### config.mk
export PLATFORM = sky130hd
export DESIGN_NAME = bsr_top
export DESIGN_NICKNAME = d
export VERILOG_FILES = /design/src/logic/bsr_sync.v /design/src/logic/bsr_top.v
export VERILOG_INCLUDE_DIRS = /design/src /design/src/inc
export SDC_FILE = /design/constraint.sdc
export NUM_CORES = 1
export LEC_CHECK = 0
export BUFFER_PORTS_ARGS = -buffer_cell sky130_fd_sc_hd__buf_4
export CAP_MARGIN = 25
export CORE_MARGIN = 5
export CORE_UTILIZATION = 55
export DETAILED_ROUTE_END_ITERATION = 10
export GPL_TIMING_DRIVEN = 0
export PLACE_DENSITY = 0.79
export SLEW_MARGIN = 40
export SYNTH_ARGS = -nofsm -noshare
export SYNTH_HDL_FRONTEND = slang
export SYNTH_SLANG_ARGS = --single-unit
### constraint.sdc
create_clock -name clk_i -period 4.9 [get_ports clk_i]
set_input_delay 0.735 -clock clk_i [delete_from_list [all_inputs] [get_ports clk_i]]
set_output_delay 0.735 -clock clk_i [all_outputs]
set_load 0.01 [all_outputs]
### src/inc/bsr_defines.vh
`ifndef BSR_DEFINES_VH
`define BSR_DEFINES_VH

// Register word addresses on the plain register port.
`define BSR_ADDR_W            3
`define BSR_OFS_SLEEP_CTRL    3'h0
`define BSR_OFS_WAKE_SOURCE   3'h1
`define BSR_OFS_RESET_STATUS  3'h2
`define BSR_OFS_SEM_A         3'h3
`define BSR_OFS_SEM_B         3'h4
`define BSR_OFS_RET_CTRL      3'h5

// Deep-sleep control fields.
`define BSR_CTL_REQUEST_BIT   15
`define BSR_CTL_BROWNOUT_BIT  1
`define BSR_CTL_HOLD_BIT      0

// Wake-source fields.
`define BSR_WK_EXT_INT_BIT    8
`define BSR_WK_FAULT_BIT      7
`define BSR_WK_WDT_BIT        4
`define BSR_WK_ALARM_BIT      3
`define BSR_WK_MASTER_RESET_PIN_BIT       2
`define BSR_WK_MASK           16'h019c

// Reset and supply status fields.
`define BSR_ST_MAIN_BOR_BIT   3
`define BSR_ST_MAIN_POR_BIT   2
`define BSR_ST_BACKUP_RST_BIT 1
`define BSR_ST_BACKUP_EXIT_BIT 0
`define BSR_ST_RESET_VAL      4'he

// Retention control fields.
`define BSR_RC_CAL_EN_BIT     0
`define BSR_RC_CAL_SRC_BIT    1

// Reset values.
`define BSR_CTL_RESET_VAL     16'h0000
`define BSR_WAKE_RESET_VAL    16'h0000
`define BSR_SEM_RESET_VAL     16'h0000

// Timing.
`define BSR_CLK_MHZ           40
`define BSR_POR_HOLD_NS       1000
`define BSR_POR_HOLD_CYC      ((`BSR_POR_HOLD_NS * `BSR_CLK_MHZ + 999) / 1000)

`endif

### src/logic/bsr_sync.v
`timescale 1ns/1ps
`default_nettype none

module bsr_sync #(
  parameter WIDTH = 11,
  parameter [WIDTH-1:0] RESET_VAL = {WIDTH{1'b0}}
) (
  input  wire             clk_i,
  input  wire             resetn_i,
  input  wire [WIDTH-1:0] async_i,
  output reg  [WIDTH-1:0] sync_o
);

  reg [WIDTH-1:0] stage1;

  // The first stage feeds only the second stage.
  always @(posedge clk_i) begin
    if (!resetn_i) begin
      stage1 <= RESET_VAL;
      sync_o <= RESET_VAL;
    end else begin
      stage1 <= async_i;
      sync_o <= stage1;
    end
  end

endmodule // bsr_sync

`default_nettype wire

### src/logic/bsr_top.v
// The register addresses and the plain strobed port are this design's own decisions.
`timescale 1ns/1ps
`default_nettype none
`include "bsr_defines.vh"

// Contract
// - Main supply loss enters backup mode automatically.
// - Backup keeps only calendar and semaphores.
// - Calendar keeps its pre-switch clock source.
// - Config bit zero stops calendar in backup.
// - Supply return wakes via power-on reset.
// - Calendar not run in backup stays off.
// - Backup exit sets flag; software clears.
// - Reset without backup source sets backup-reset flag.
// - Backup below retention level sets backup-reset flag.
// - First power-up sets backup-reset flag.
// - Backup makes pins inputs, oscillator pins excepted.
// - Deep-sleep request clears all wake flags.
// - Control bits reset only outside deep sleep.
// - Sleep brown-out flag set on detected event.
// - Sleep brown-out does not wake; re-arms reset.
// - Pin hold set by hardware, software clears.
// - Wake flags set by their wake events.
// - Fault flag set on sleep fault.
// - Main brown-out and power-on flags clear-only.
// - Unimplemented bits read zero.
// - Control write needs two consecutive writes.
module bsr_top #(
  parameter [15:0] POR_HOLD = `BSR_POR_HOLD_CYC
) (
  input  wire                   clk_i,
  input  wire                   resetn_i,
  input  wire [`BSR_ADDR_W-1:0] addr_i,
  input  wire [15:0]            wdata_i,
  input  wire                   wr_i,
  input  wire                   rd_i,
  output reg  [15:0]            rdata_o,
  input  wire                   power_save_instruction_i,
  input  wire                   main_supply_ok_i,
  input  wire                   backup_supply_ok_i,
  input  wire                   main_brownout_i,
  input  wire                   ext_interrupt_i,
  input  wire                   sleep_watchdog_timeout_i,
  input  wire                   calendar_alarm_i,
  input  wire                   master_reset_pin_n_i,
  input  wire                   sleep_fault_i,
  input  wire                   sleep_brownout_i,
  input  wire                   sleep_brownout_enable_i,
  input  wire                   calendar_in_backup_cfg_i,
  output reg                    backup_switch_o,
  output reg                    main_domain_power_o,
  output reg                    calendar_run_o,
  output reg                    calendar_src_o,
  output reg                    core_reset_n_o,
  output reg                    reset_vector_fetch_o,
  output reg                    deep_sleep_o,
  output reg                    por_rearm_o,
  output reg                    pin_hold_o,
  output reg                    pin_force_input_o,
  output reg                    sec_osc_pins_keep_o
);

  localparam ST_RUN    = 4'b0001;
  localparam ST_SLEEP  = 4'b0010;
  localparam ST_BACKUP = 4'b0100;
  localparam ST_WAKE   = 4'b1000;

  // Supplies read as good and the master reset pin as released until the synchronisers fill.
  localparam [10:0] SYNC_RESET = 11'h043;

  wire [10:0] pins_sync;
  wire        s_main_ok    = pins_sync[0];
  wire        s_backup_ok  = pins_sync[1];
  wire        s_main_bor   = pins_sync[2];
  wire        s_ext_int    = pins_sync[3];
  wire        s_wdt        = pins_sync[4];
  wire        s_alarm      = pins_sync[5];
  wire        s_master_reset_pin_n     = pins_sync[6];
  wire        s_fault      = pins_sync[7];
  wire        s_sleep_bor  = pins_sync[8];
  wire        s_sleep_bor_en = pins_sync[9];
  wire        s_cal_cfg    = pins_sync[10];

  reg  [3:0]  state;
  reg  [15:0] hold_cnt;
  reg         deep_sleep_request;
  reg         sleep_brownout_event;
  reg         pin_hold;
  reg  [15:0] wake_source;
  reg  [3:0]  reset_status;
  reg  [15:0] semaphore_store_a;
  reg  [15:0] semaphore_store_b;
  reg         cal_en;
  reg         cal_src;
  reg         cal_src_frozen;
  reg         backup_lost;
  reg         ext_int_prev;
  reg         ctl_unlocked;

  wire        bus_live  = state[0];
  wire        wr_ctl    = wr_i & bus_live & (addr_i == `BSR_OFS_SLEEP_CTRL);
  wire        wr_wake   = wr_i & bus_live & (addr_i == `BSR_OFS_WAKE_SOURCE);
  wire        wr_status = wr_i & bus_live & (addr_i == `BSR_OFS_RESET_STATUS);
  wire        wr_sem_a  = wr_i & bus_live & (addr_i == `BSR_OFS_SEM_A);
  wire        wr_sem_b  = wr_i & bus_live & (addr_i == `BSR_OFS_SEM_B);
  wire        wr_ret    = wr_i & bus_live & (addr_i == `BSR_OFS_RET_CTRL);

  // Only the second of two back-to-back control writes takes effect.
  wire        ctl_commit = wr_ctl & ctl_unlocked;
  wire        request_rise = ctl_commit & wdata_i[`BSR_CTL_REQUEST_BIT] & ~deep_sleep_request;

  wire        ext_int_edge = s_ext_int & ~ext_int_prev;
  wire        in_capture   = deep_sleep_request | pin_hold;

  wire [15:0] wake_hits = {7'h00, ext_int_edge, s_fault, 2'b00, s_wdt, s_alarm, ~s_master_reset_pin_n, 2'b00};
  wire        wake_event = ext_int_edge | s_wdt | s_alarm | ~s_master_reset_pin_n;

  function [15:0] bsr_ctl_word;
    input req;
    input bor;
    input hold;
    begin
      bsr_ctl_word = 16'h0000;
      bsr_ctl_word[`BSR_CTL_REQUEST_BIT]  = req;
      bsr_ctl_word[`BSR_CTL_BROWNOUT_BIT] = bor;
      bsr_ctl_word[`BSR_CTL_HOLD_BIT]     = hold;
    end
  endfunction

  bsr_sync #(
    .WIDTH     (11),
    .RESET_VAL (SYNC_RESET)
  ) u_pin_sync (
    .clk_i    (clk_i),
    .resetn_i (resetn_i),
    .async_i  ({calendar_in_backup_cfg_i, sleep_brownout_enable_i, sleep_brownout_i, sleep_fault_i,
                master_reset_pin_n_i, calendar_alarm_i, sleep_watchdog_timeout_i, ext_interrupt_i,
                main_brownout_i, backup_supply_ok_i, main_supply_ok_i}),
    .sync_o   (pins_sync)
  );

  always @(posedge clk_i) begin
    if (!resetn_i) begin
      ext_int_prev <= 1'b0;
    end else begin
      ext_int_prev <= s_ext_int;
    end
  end

  always @(posedge clk_i) begin
    if (!resetn_i) begin
      ctl_unlocked <= 1'b0;
    end else if (wr_i) begin
      ctl_unlocked <= wr_ctl & ~ctl_unlocked;
    end
  end

  // Power-mode sequencer.
  always @(posedge clk_i) begin
    if (!resetn_i) begin
      state                <= ST_RUN;
      hold_cnt             <= 16'h0000;
      backup_lost          <= 1'b0;
      cal_src_frozen       <= 1'b0;
      reset_vector_fetch_o <= 1'b0;
      por_rearm_o          <= 1'b0;
    end else begin
      reset_vector_fetch_o <= 1'b0;
      por_rearm_o          <= 1'b0;
      case (state)
        ST_RUN: begin
          if (!s_main_ok) begin
            state          <= ST_BACKUP;
            backup_lost    <= ~s_backup_ok;
            cal_src_frozen <= cal_src;
          end else if (deep_sleep_request && power_save_instruction_i) begin
            state <= ST_SLEEP;
          end
        end
        ST_SLEEP: begin
          if (!s_main_ok) begin
            state          <= ST_BACKUP;
            backup_lost    <= ~s_backup_ok;
            cal_src_frozen <= cal_src;
          end else if (wake_event) begin
            state    <= ST_WAKE;
            hold_cnt <= POR_HOLD;
          end else if (s_sleep_bor && s_sleep_bor_en) begin
            por_rearm_o <= 1'b1;
          end
        end
        ST_BACKUP: begin
          if (!s_backup_ok) begin
            backup_lost <= 1'b1;
          end
          if (s_main_ok) begin
            state    <= ST_WAKE;
            hold_cnt <= POR_HOLD;
          end
        end
        ST_WAKE: begin
          if (!s_main_ok) begin
            state          <= ST_BACKUP;
            backup_lost    <= ~s_backup_ok;
            cal_src_frozen <= cal_src;
          end else if (hold_cnt <= 16'h0001) begin
            state                <= ST_RUN;
            hold_cnt             <= 16'h0000;
            reset_vector_fetch_o <= 1'b1;
          end else begin
            hold_cnt <= hold_cnt - 16'h0001;
          end
        end
        default: begin
          state <= ST_RUN;
        end
      endcase
    end
  end

  wire backup_return = state[2] & s_main_ok;
  wire sleep_wake    = state[1] & s_main_ok & wake_event;

  // Deep-sleep control register.
  always @(posedge clk_i) begin
    if (!resetn_i) begin
      deep_sleep_request   <= 1'b0;
      sleep_brownout_event <= 1'b0;
      pin_hold             <= 1'b0;
    end else if (backup_return) begin
      // Reset by a power-on reset outside deep sleep.
      deep_sleep_request   <= 1'b0;
      sleep_brownout_event <= 1'b0;
      pin_hold             <= 1'b0;
    end else begin
      if (sleep_wake) begin
        deep_sleep_request <= 1'b0;
      end else if (ctl_commit) begin
        deep_sleep_request <= wdata_i[`BSR_CTL_REQUEST_BIT];
      end
      if (state[1] && s_sleep_bor && s_sleep_bor_en) begin
        sleep_brownout_event <= 1'b1;
      end else if (ctl_commit) begin
        sleep_brownout_event <= wdata_i[`BSR_CTL_BROWNOUT_BIT];
      end
      // Hardware sets hold on entry; software may only clear.
      if (state[0] && deep_sleep_request && power_save_instruction_i && s_main_ok) begin
        pin_hold <= 1'b1;
      end else if (ctl_commit && !wdata_i[`BSR_CTL_HOLD_BIT]) begin
        pin_hold <= 1'b0;
      end
    end
  end

  // Wake-source register; a hardware set wins over a software clear, while reset and backup_return clear it outright.
  always @(posedge clk_i) begin
    if (!resetn_i || backup_return) begin
      wake_source <= `BSR_WAKE_RESET_VAL;
    end else if (request_rise) begin
      wake_source <= in_capture ? (wake_hits & `BSR_WK_MASK) : 16'h0000;
    end else begin
      wake_source <= ((wr_wake ? wdata_i : wake_source) | (in_capture ? wake_hits : 16'h0000))
                     & `BSR_WK_MASK;
    end
  end

  // Reset and supply status, clear-only from software.
  always @(posedge clk_i) begin
    if (!resetn_i) begin
      reset_status <= `BSR_ST_RESET_VAL;
    end else begin
      reset_status <= (wr_status ? (reset_status & wdata_i[3:0]) : reset_status);
      if (state[0] && s_main_bor) begin
        reset_status[`BSR_ST_MAIN_BOR_BIT] <= 1'b1;
      end
      if (backup_return) begin
        reset_status[`BSR_ST_MAIN_POR_BIT] <= 1'b1;
        if (!backup_lost && s_backup_ok) begin
          reset_status[`BSR_ST_BACKUP_EXIT_BIT] <= 1'b1;
        end
        if (backup_lost || !s_backup_ok) begin
          reset_status[`BSR_ST_BACKUP_RST_BIT] <= 1'b1;
        end
      end
    end
  end

  // Semaphore stores survive every wake unless the backup source was lost.
  always @(posedge clk_i) begin
    if (!resetn_i) begin
      semaphore_store_a <= `BSR_SEM_RESET_VAL;
      semaphore_store_b <= `BSR_SEM_RESET_VAL;
    end else if (state[2] && !s_backup_ok) begin
      // Contents are gone once retention fails.
      semaphore_store_a <= `BSR_SEM_RESET_VAL;
      semaphore_store_b <= `BSR_SEM_RESET_VAL;
    end else begin
      if (wr_sem_a) begin
        semaphore_store_a <= wdata_i;
      end
      if (wr_sem_b) begin
        semaphore_store_b <= wdata_i;
      end
    end
  end

  // Calendar enable and clock source.
  always @(posedge clk_i) begin
    if (!resetn_i) begin
      cal_en  <= 1'b0;
      cal_src <= 1'b0;
    end else if (backup_return) begin
      // Stays off if it did not run in backup.
      cal_en <= cal_en & s_cal_cfg & ~backup_lost & s_backup_ok;
    end else if (wr_ret) begin
      cal_en  <= wdata_i[`BSR_RC_CAL_EN_BIT];
      cal_src <= wdata_i[`BSR_RC_CAL_SRC_BIT];
    end
  end

  // Registered outputs.
  always @(posedge clk_i) begin
    if (!resetn_i) begin
      backup_switch_o     <= 1'b0;
      main_domain_power_o <= 1'b1;
      calendar_run_o      <= 1'b0;
      calendar_src_o      <= 1'b0;
      core_reset_n_o      <= 1'b0;
      deep_sleep_o        <= 1'b0;
      pin_hold_o          <= 1'b0;
      pin_force_input_o   <= 1'b0;
      sec_osc_pins_keep_o <= 1'b0;
    end else begin
      // Retained domain routed to backup, rest unpowered.
      backup_switch_o     <= state[2];
      main_domain_power_o <= ~state[2] & ~state[1];
      // Frozen source; config bit gates the run.
      calendar_run_o      <= state[2] ? (cal_en & s_cal_cfg & ~backup_lost & s_backup_ok) : cal_en;
      calendar_src_o      <= state[2] ? cal_src_frozen : cal_src;
      core_reset_n_o      <= state[0];
      deep_sleep_o        <= state[1];
      pin_hold_o          <= pin_hold & ~state[2];
      // All pins input; oscillator pins kept when they clock the calendar.
      pin_force_input_o   <= state[2];
      sec_osc_pins_keep_o <= state[2] & cal_en & s_cal_cfg & ~cal_src_frozen & ~backup_lost;
    end
  end

  // Register read port, data one cycle after the strobe.
  always @(posedge clk_i) begin
    if (!resetn_i) begin
      rdata_o <= 16'h0000;
    end else if (rd_i) begin
      // Unimplemented and reserved bits read zero.
      case (addr_i)
        `BSR_OFS_SLEEP_CTRL:   rdata_o <= bsr_ctl_word(deep_sleep_request, sleep_brownout_event, pin_hold);
        `BSR_OFS_WAKE_SOURCE:  rdata_o <= wake_source;
        `BSR_OFS_RESET_STATUS: rdata_o <= {12'h000, reset_status};
        `BSR_OFS_SEM_A:        rdata_o <= semaphore_store_a;
        `BSR_OFS_SEM_B:        rdata_o <= semaphore_store_b;
        `BSR_OFS_RET_CTRL:     rdata_o <= {14'h0000, cal_src, cal_en};
        default:               rdata_o <= 16'h0000;
      endcase
    end else begin
      rdata_o <= 16'h0000;
    end
  end

endmodule // bsr_top

`default_nettype wire

Word-level counts from Yosys, hierarchy flattened --
Index checks and enable logic that the tools add are counted.
Cells by class: add/sub/neg operators 1, magnitude comparators 1, eq/ne operators 18, mux-type cells 35, bitwise gates (word level) 44, reductions and logical operators 37
Operator list (number):
- case mux 16 bit (6 select lines) | 1
- 2-to-1 mux 16 bit | 5
- case mux 16 bit (3 select lines) | 1
- 2-to-1 mux 4 bit | 7
- 2-to-1 mux 9 bit | 3
- bitwise AND 1 bit | 24
- <= comparator 16 x 1 -> 1 bit, second input constant | 1
- case mux 4 bit (4 select lines) | 1
- subtractor 16 x 1 -> 16 bit, second input constant | 1
- 2-to-1 mux 1 bit | 14
- NOT 1 bit | 14
- logical AND 1 bit | 11
- inequality test 3 bit, second input constant | 3
- bitwise OR 9 bit | 1
- nonzero test 2 bit | 4
- OR reduction 2 bit | 4
- equality test 3 x 2 -> 1 bit, second input constant | 2
- equality test 3 bit, second input constant | 2
- inequality test 2 x 1 -> 1 bit, second input constant | 3
- inequality test 2 bit, second input constant | 3
- AND reduction 2 bit | 3
- AND reduction 3 bit | 2
- OR reduction 3 bit | 2
- AND reduction 5 bit | 1
- 15 further kinds | 23
Word-level totals: register bits 122, input port bits 35, output and inout port bits 27, word-level logic and storage cells 167

Logic depth before layout (Yosys ltp) --
depth after elaboration 8, depth in mapped cells 8, depth with buffers taken out 7

By module --
A second synthesis with hierarchy kept.
Unflattened totals: cells, all modules 544, area total of the unflattened synthesis 4719.5 µm²
Modules (own cells, without submodules):
- bsr_top | instances 1, cells an instance 498, area an instance 4129.0 µm², seq. area each 1921.8 µm²
- bsr_sync | instances 1, cells an instance 46, area an instance 590.6 µm², seq. area each 440.4 µm²

Worst setup path before layout --
OpenSTA, ideal clock, no wires.
kind input to register, start input addr_i[2], end register wake_source[2], library setup time 0.121 ns, arrival 2.076 ns, required time 4.779 ns, path slack 2.703 ns, stages on the path 6, buffers on the path 1, cells stage by stage clkbuf_1 nor3_1 nand3_1 nor3b_1 o22a_1 nor2_1
On the way: word-level cells in the longest chain between the ends 6, elaborated cells between the ends (all ways) 10, classes of those cells 1 x eq/ne; 2 x mux; 6 x bitwise; 1 x reduce/logical
Ends and longest elaborated chain:
- from (decl) | RTL line bsr_top.v:33 | input wire [`BSR_ADDR_W-1:0] addr_i,
- zero test 3 bit
- bitwise AND 1 bit | RTL line bsr_top.v:101 | wire wr_ctl = wr_i & bus_live & (addr_i == `BSR_OFS_SLEEP_CTRL);
- bitwise AND 1 bit | RTL line bsr_top.v:109 | wire ctl_commit = wr_ctl & ctl_unlocked;
- bitwise AND 1 bit (2 in a row) | RTL line bsr_top.v:110 | wire request_rise = ctl_commit & wdata_i[`BSR_CTL_REQUEST_BIT] & ~deep_sleep_request;
- 2-to-1 mux 9 bit * | RTL line bsr_top.v:259 | end else if (request_rise) begin
- to (signal assigned) | RTL line bsr_top.v:258 | wake_source <= `BSR_WAKE_RESET_VAL;
- to (signal assigned) | RTL line bsr_top.v:260 | wake_source <= in_capture ? (wake_hits & `BSR_WK_MASK) : 16'h0000;
- to (signal assigned) | RTL line bsr_top.v:262 | wake_source <= ((wr_wake ? wdata_i : wake_source) | (in_capture ? wake_hits : 16'h0000))
- to (decl) | RTL line bsr_top.v:89 | reg [15:0] wake_source;
Every way passes the cells marked *; elsewhere a longest branch is shown, timed or not. A chain may end at the register's enable or synchronous reset.

Final worst setup path --
start register state[3], end register hold_cnt[4]
On the way: word-level cells in the longest chain between the ends 3, elaborated cells between the ends (all ways) 10, classes of those cells 7 x eq/ne; 1 x mux; 2 x reduce/logical
Ends and longest elaborated chain:
- from (decl) | RTL line bsr_top.v:84 | reg [3:0] state;
- from (signal assigned) | RTL line bsr_top.v:161 | state <= ST_RUN;
- from (signal assigned) | RTL line bsr_top.v:173 | state <= ST_BACKUP;
- from (signal assigned) | RTL line bsr_top.v:177 | state <= ST_SLEEP;
- equality test 4 x 2 -> 1 bit, or another cell as far along | RTL line bsr_top.v:170 | case (state)
- inequality test 2 x 1 -> 1 bit (no line), or another cell as far along
- AND reduction 5 bit (no line)
- to (signal assigned) | RTL line bsr_top.v:211 | hold_cnt <= hold_cnt - 16'h0001;
- to (decl) | RTL line bsr_top.v:85 | reg [15:0] hold_cnt;
Parallel ways exist; a longest one is shown, timed or not.

==> flow_summary_export.csv <==
group,metric,value,unit
floorplanning,io_pins,62,
floorplanning,die_w,103,um
timing,setup-tns-final,0,ns
timing,fin_hold_ws,0.395,ns
final_layout,area_delta_synth_final,24.2,%
worst_setup_path,cp_cell_sequence,"buf_2, nor4b_1, nand2_1, o32a_1, clkbuf_1, o21ai_0, a21oi_1",
routing,dr.pass1.iters,5,
placed_design,place_hpwl,8.23,mm
routing,routed_wl,11.7,mm
cts,clkTransAtPathRegs,0.06,ns
cts,numCtsBuffers,17,
power_and_ir_drop,power,2.30,mW
placed_design,gp_congestion,0.861,
floorplanning,num_rows,33,
flow_run,drv_cap,0,
cts,hold_buffers,0,
power_and_ir_drop,leakage,2.27,nW
timing,final-hold-violation-count,0,
worst_setup_path,crit_arrival,2.71,ns
timing,fin_crit,2.33,ns
yosys,yosys-top-cells-area,"dfxtp_1 50%, nand2_1 7.6%, a21oi_1 6.2%, mux2i_1 4.0%, nor2_1 4.0%",
cts,cts_sinks,118,
cts,clock_path_buffers,2,
hold_path,hp-class,"primary input to flop",
floorplanning,die_area,10500,um2
yosys,syn_nets,589,
worst_setup_path,cp-start-kind,"flop",
yosys,avgSynthCellArea,8.55,um2
grt,grt_first_pass_wirelength,19.2,mm
timing,clock.fmax,430,MHz
timing,slew_headroom,45.8,%
yosys,synth.distinct_cells,52,
timing,fin_skew,0.00549,ns
final_layout,finalNetCount,668,
worst_setup_path,critPathSlowestCell,"nor4b_1",
grt,grt_max_degree,17,
final_layout,layoutNonFillerInstCount,748,
floorplanning,start_util,56.8,%
yosys,yosys.area.top_type,"dfxtp_1",
worst_setup_path,cp-startpoint,"state[3]",
final_layout,drive_gt1_share,16.0,%
worst_setup_path,cp_top_family,"simple AND/OR/NAND/NOR gates",
yosys,netlist_top_cells_count,"118 x dfxtp_1, 96 x nand2_1, 58 x a21oi_1",
final_layout,diodes,0,
floorplanning,core,8300,um2
power_and_ir_drop,power_density,392,nW/um2
cts,post_cts_buffers,0,
final_layout,fillerInstances,639,
cts,ctsRootBufferMaster,"clkbuf_8",
yosys,synth_top_area_share,50.1,%
timing,min_period_over_period,47.5,%
yosys,yosysMostFrequentCell,"dfxtp_1",
yosys,ys_warn_count,0,
yosys,async_flop_share,0,%
timing,setup_violations,0,
hold_path,hold_start,"main_supply_ok_i",
yosys,seq_area_frac_synth,50.1,%
routing,ant_nets,0,
yosys,synth_edf_count,0,
routing,drc,0,
worst_setup_path,crit_path_max_incr_delay,0.60,ns
grt,antenna_found_initial,0,
worst_setup_path,critPathKind,"flop to flop",
routing,initialDrtViolationCount,227,
routing,wire_per_inst,15.6,um
worst_setup_path,cp-end-kind,"flop",
cts,postCtsResizedCells,0,
routing,dr_total_vias,4285,
cts,worstSkewPairLatency,0.52,ns
worst_setup_path,regToRegStartpoint,"state[3]",
grt,gr-total-overflow,0,
timing,tightest_slew,0.806,ns
yosys,ys.flop_type,"dfxtp_1",
floorplanning,die_h,103,um
yosys,synth_seq_cells,118,
worst_setup_path,worst-path-max-fanout,10,
grt,grt_pass1_vias,4108,
timing,slew_viol_final,0,
timing,rsz0062_at_grt,"no",
run_status,outcome,"finished clean",
routing,vias_per_cell,5.73,
placed_design,io_buffers,60,
yosys,synth.cell_area,4720,um2
placed_design,placed_cells,717,
cts,cts_tree,"built",
grt,grt_usage,23.2,%
cts,htree_levels,4,
worst_setup_path,cp_num_buf_inv,2,
power_and_ir_drop,ir_drop,275,uV
worst_setup_path,required,5.28,ns
yosys,synthCells,552,
metrics by stage:
stage               area [um2]  setup WS [ns]  utilization (%)
finish                    5860           2.57             70.6
detailed placement        5300           2.40             63.9
floorplan                 4720           2.70                -
global route              5860           2.39             70.6
CTS                       5860           2.58             70.6
global placement          5300           2.28             63.8
sequential cells by signal, indices dropped and copies added, names as in the netlist, 4 cells and up:
signal             cells
u_pin_sync.sync_o     11
hold_cnt              16
u_pin_sync.stage1     11
semaphore_store_a     16
state                  4
semaphore_store_b     16
reset_status           4
rdata_o               16
wake_source            5
path summary, 6_finish.rpt:
path                     endpoint  slack (ns)  cells past startpoint
min          u_pin_sync.stage1[0]        0.39                      2
max                   hold_cnt[4]        2.57                      7
max reg2reg           hold_cnt[4]        2.57                      7
min reg2reg  u_pin_sync.sync_o[0]        0.41                      1
kinds of logic (layout without fill, tap and decap cells):
family	count (synthesis)	in the layout	share of synthesized area, %
and+or+nand+nor	248	248	25.3
AOI/OAI and AO/OA	124	124	16.3
muxes	20	20	4.27
adders and majority gates	2	2	0.530
xor gates and xnor gates	2	2	0.371
DFF	118	118	50.1
buffers and inverters	38	129	3.21
area by class of cell:
type / instances / area [um2] / area share [%]
sequential: 118 / 2360 / 40.3
multi-input combinational: 396 / 2210 / 37.7
clock buffer: 22 / 453 / 7.73
timing repair buffer: 60 / 450 / 7.69
tap: 105 / 131 / 2.24
buffer: 32 / 129 / 2.20
clock inverter: 9 / 103 / 1.75
inverter: 6 / 22.5 / 0.384
placed cells by master (no fill, tap or decap), types with 3 or more instances in the layout:
cell type     n
nor4_1        4
o311ai_0      3
a31oi_1       5
o21ai_0      16
nor2b_1       7
o21a_1        8
or3_1         4
clkbuf_16    16
o22a_1        4
a21oi_1      58
nor2_1       50
buf_4        61
and2_1       23
clkbuf_8      3
buf_2         4
nor3_1       12
clkinv_2      4
nand4_1       3
nor3_2        3
clkbuf_1     28
a22oi_1      13
mux2i_1      19
nand3_1      17
nand4b_1      3
nand2_1      96
nand2b_1     11
inv_1         6
clkinvlp_4    3
or2_2         3
dfxtp_1     118
power by group:
part,leakage (nW),switching [mW],internal [mW]
combinational,1.05,0.0820,0.0565
clock,0.267,0.422,0.742
sequential,0.958,0.0127,0.981
total,2.27,0.517,1.78
routing by layer:
layer / wire [um] / vias up / part of all wire [%] / track usage [%]
met4: 306 / 0 / 2.6 / 10.3
met2: 5800 / 154 / 50 / 39.2
li1: - / 2085 / - / -
met1: 4830 / 2014 / 41 / 28.1
met3: 741 / 32 / 6.3 / 5.48
met5: 0 / - / 0 / 0
(Power assumes the default switching activity.)
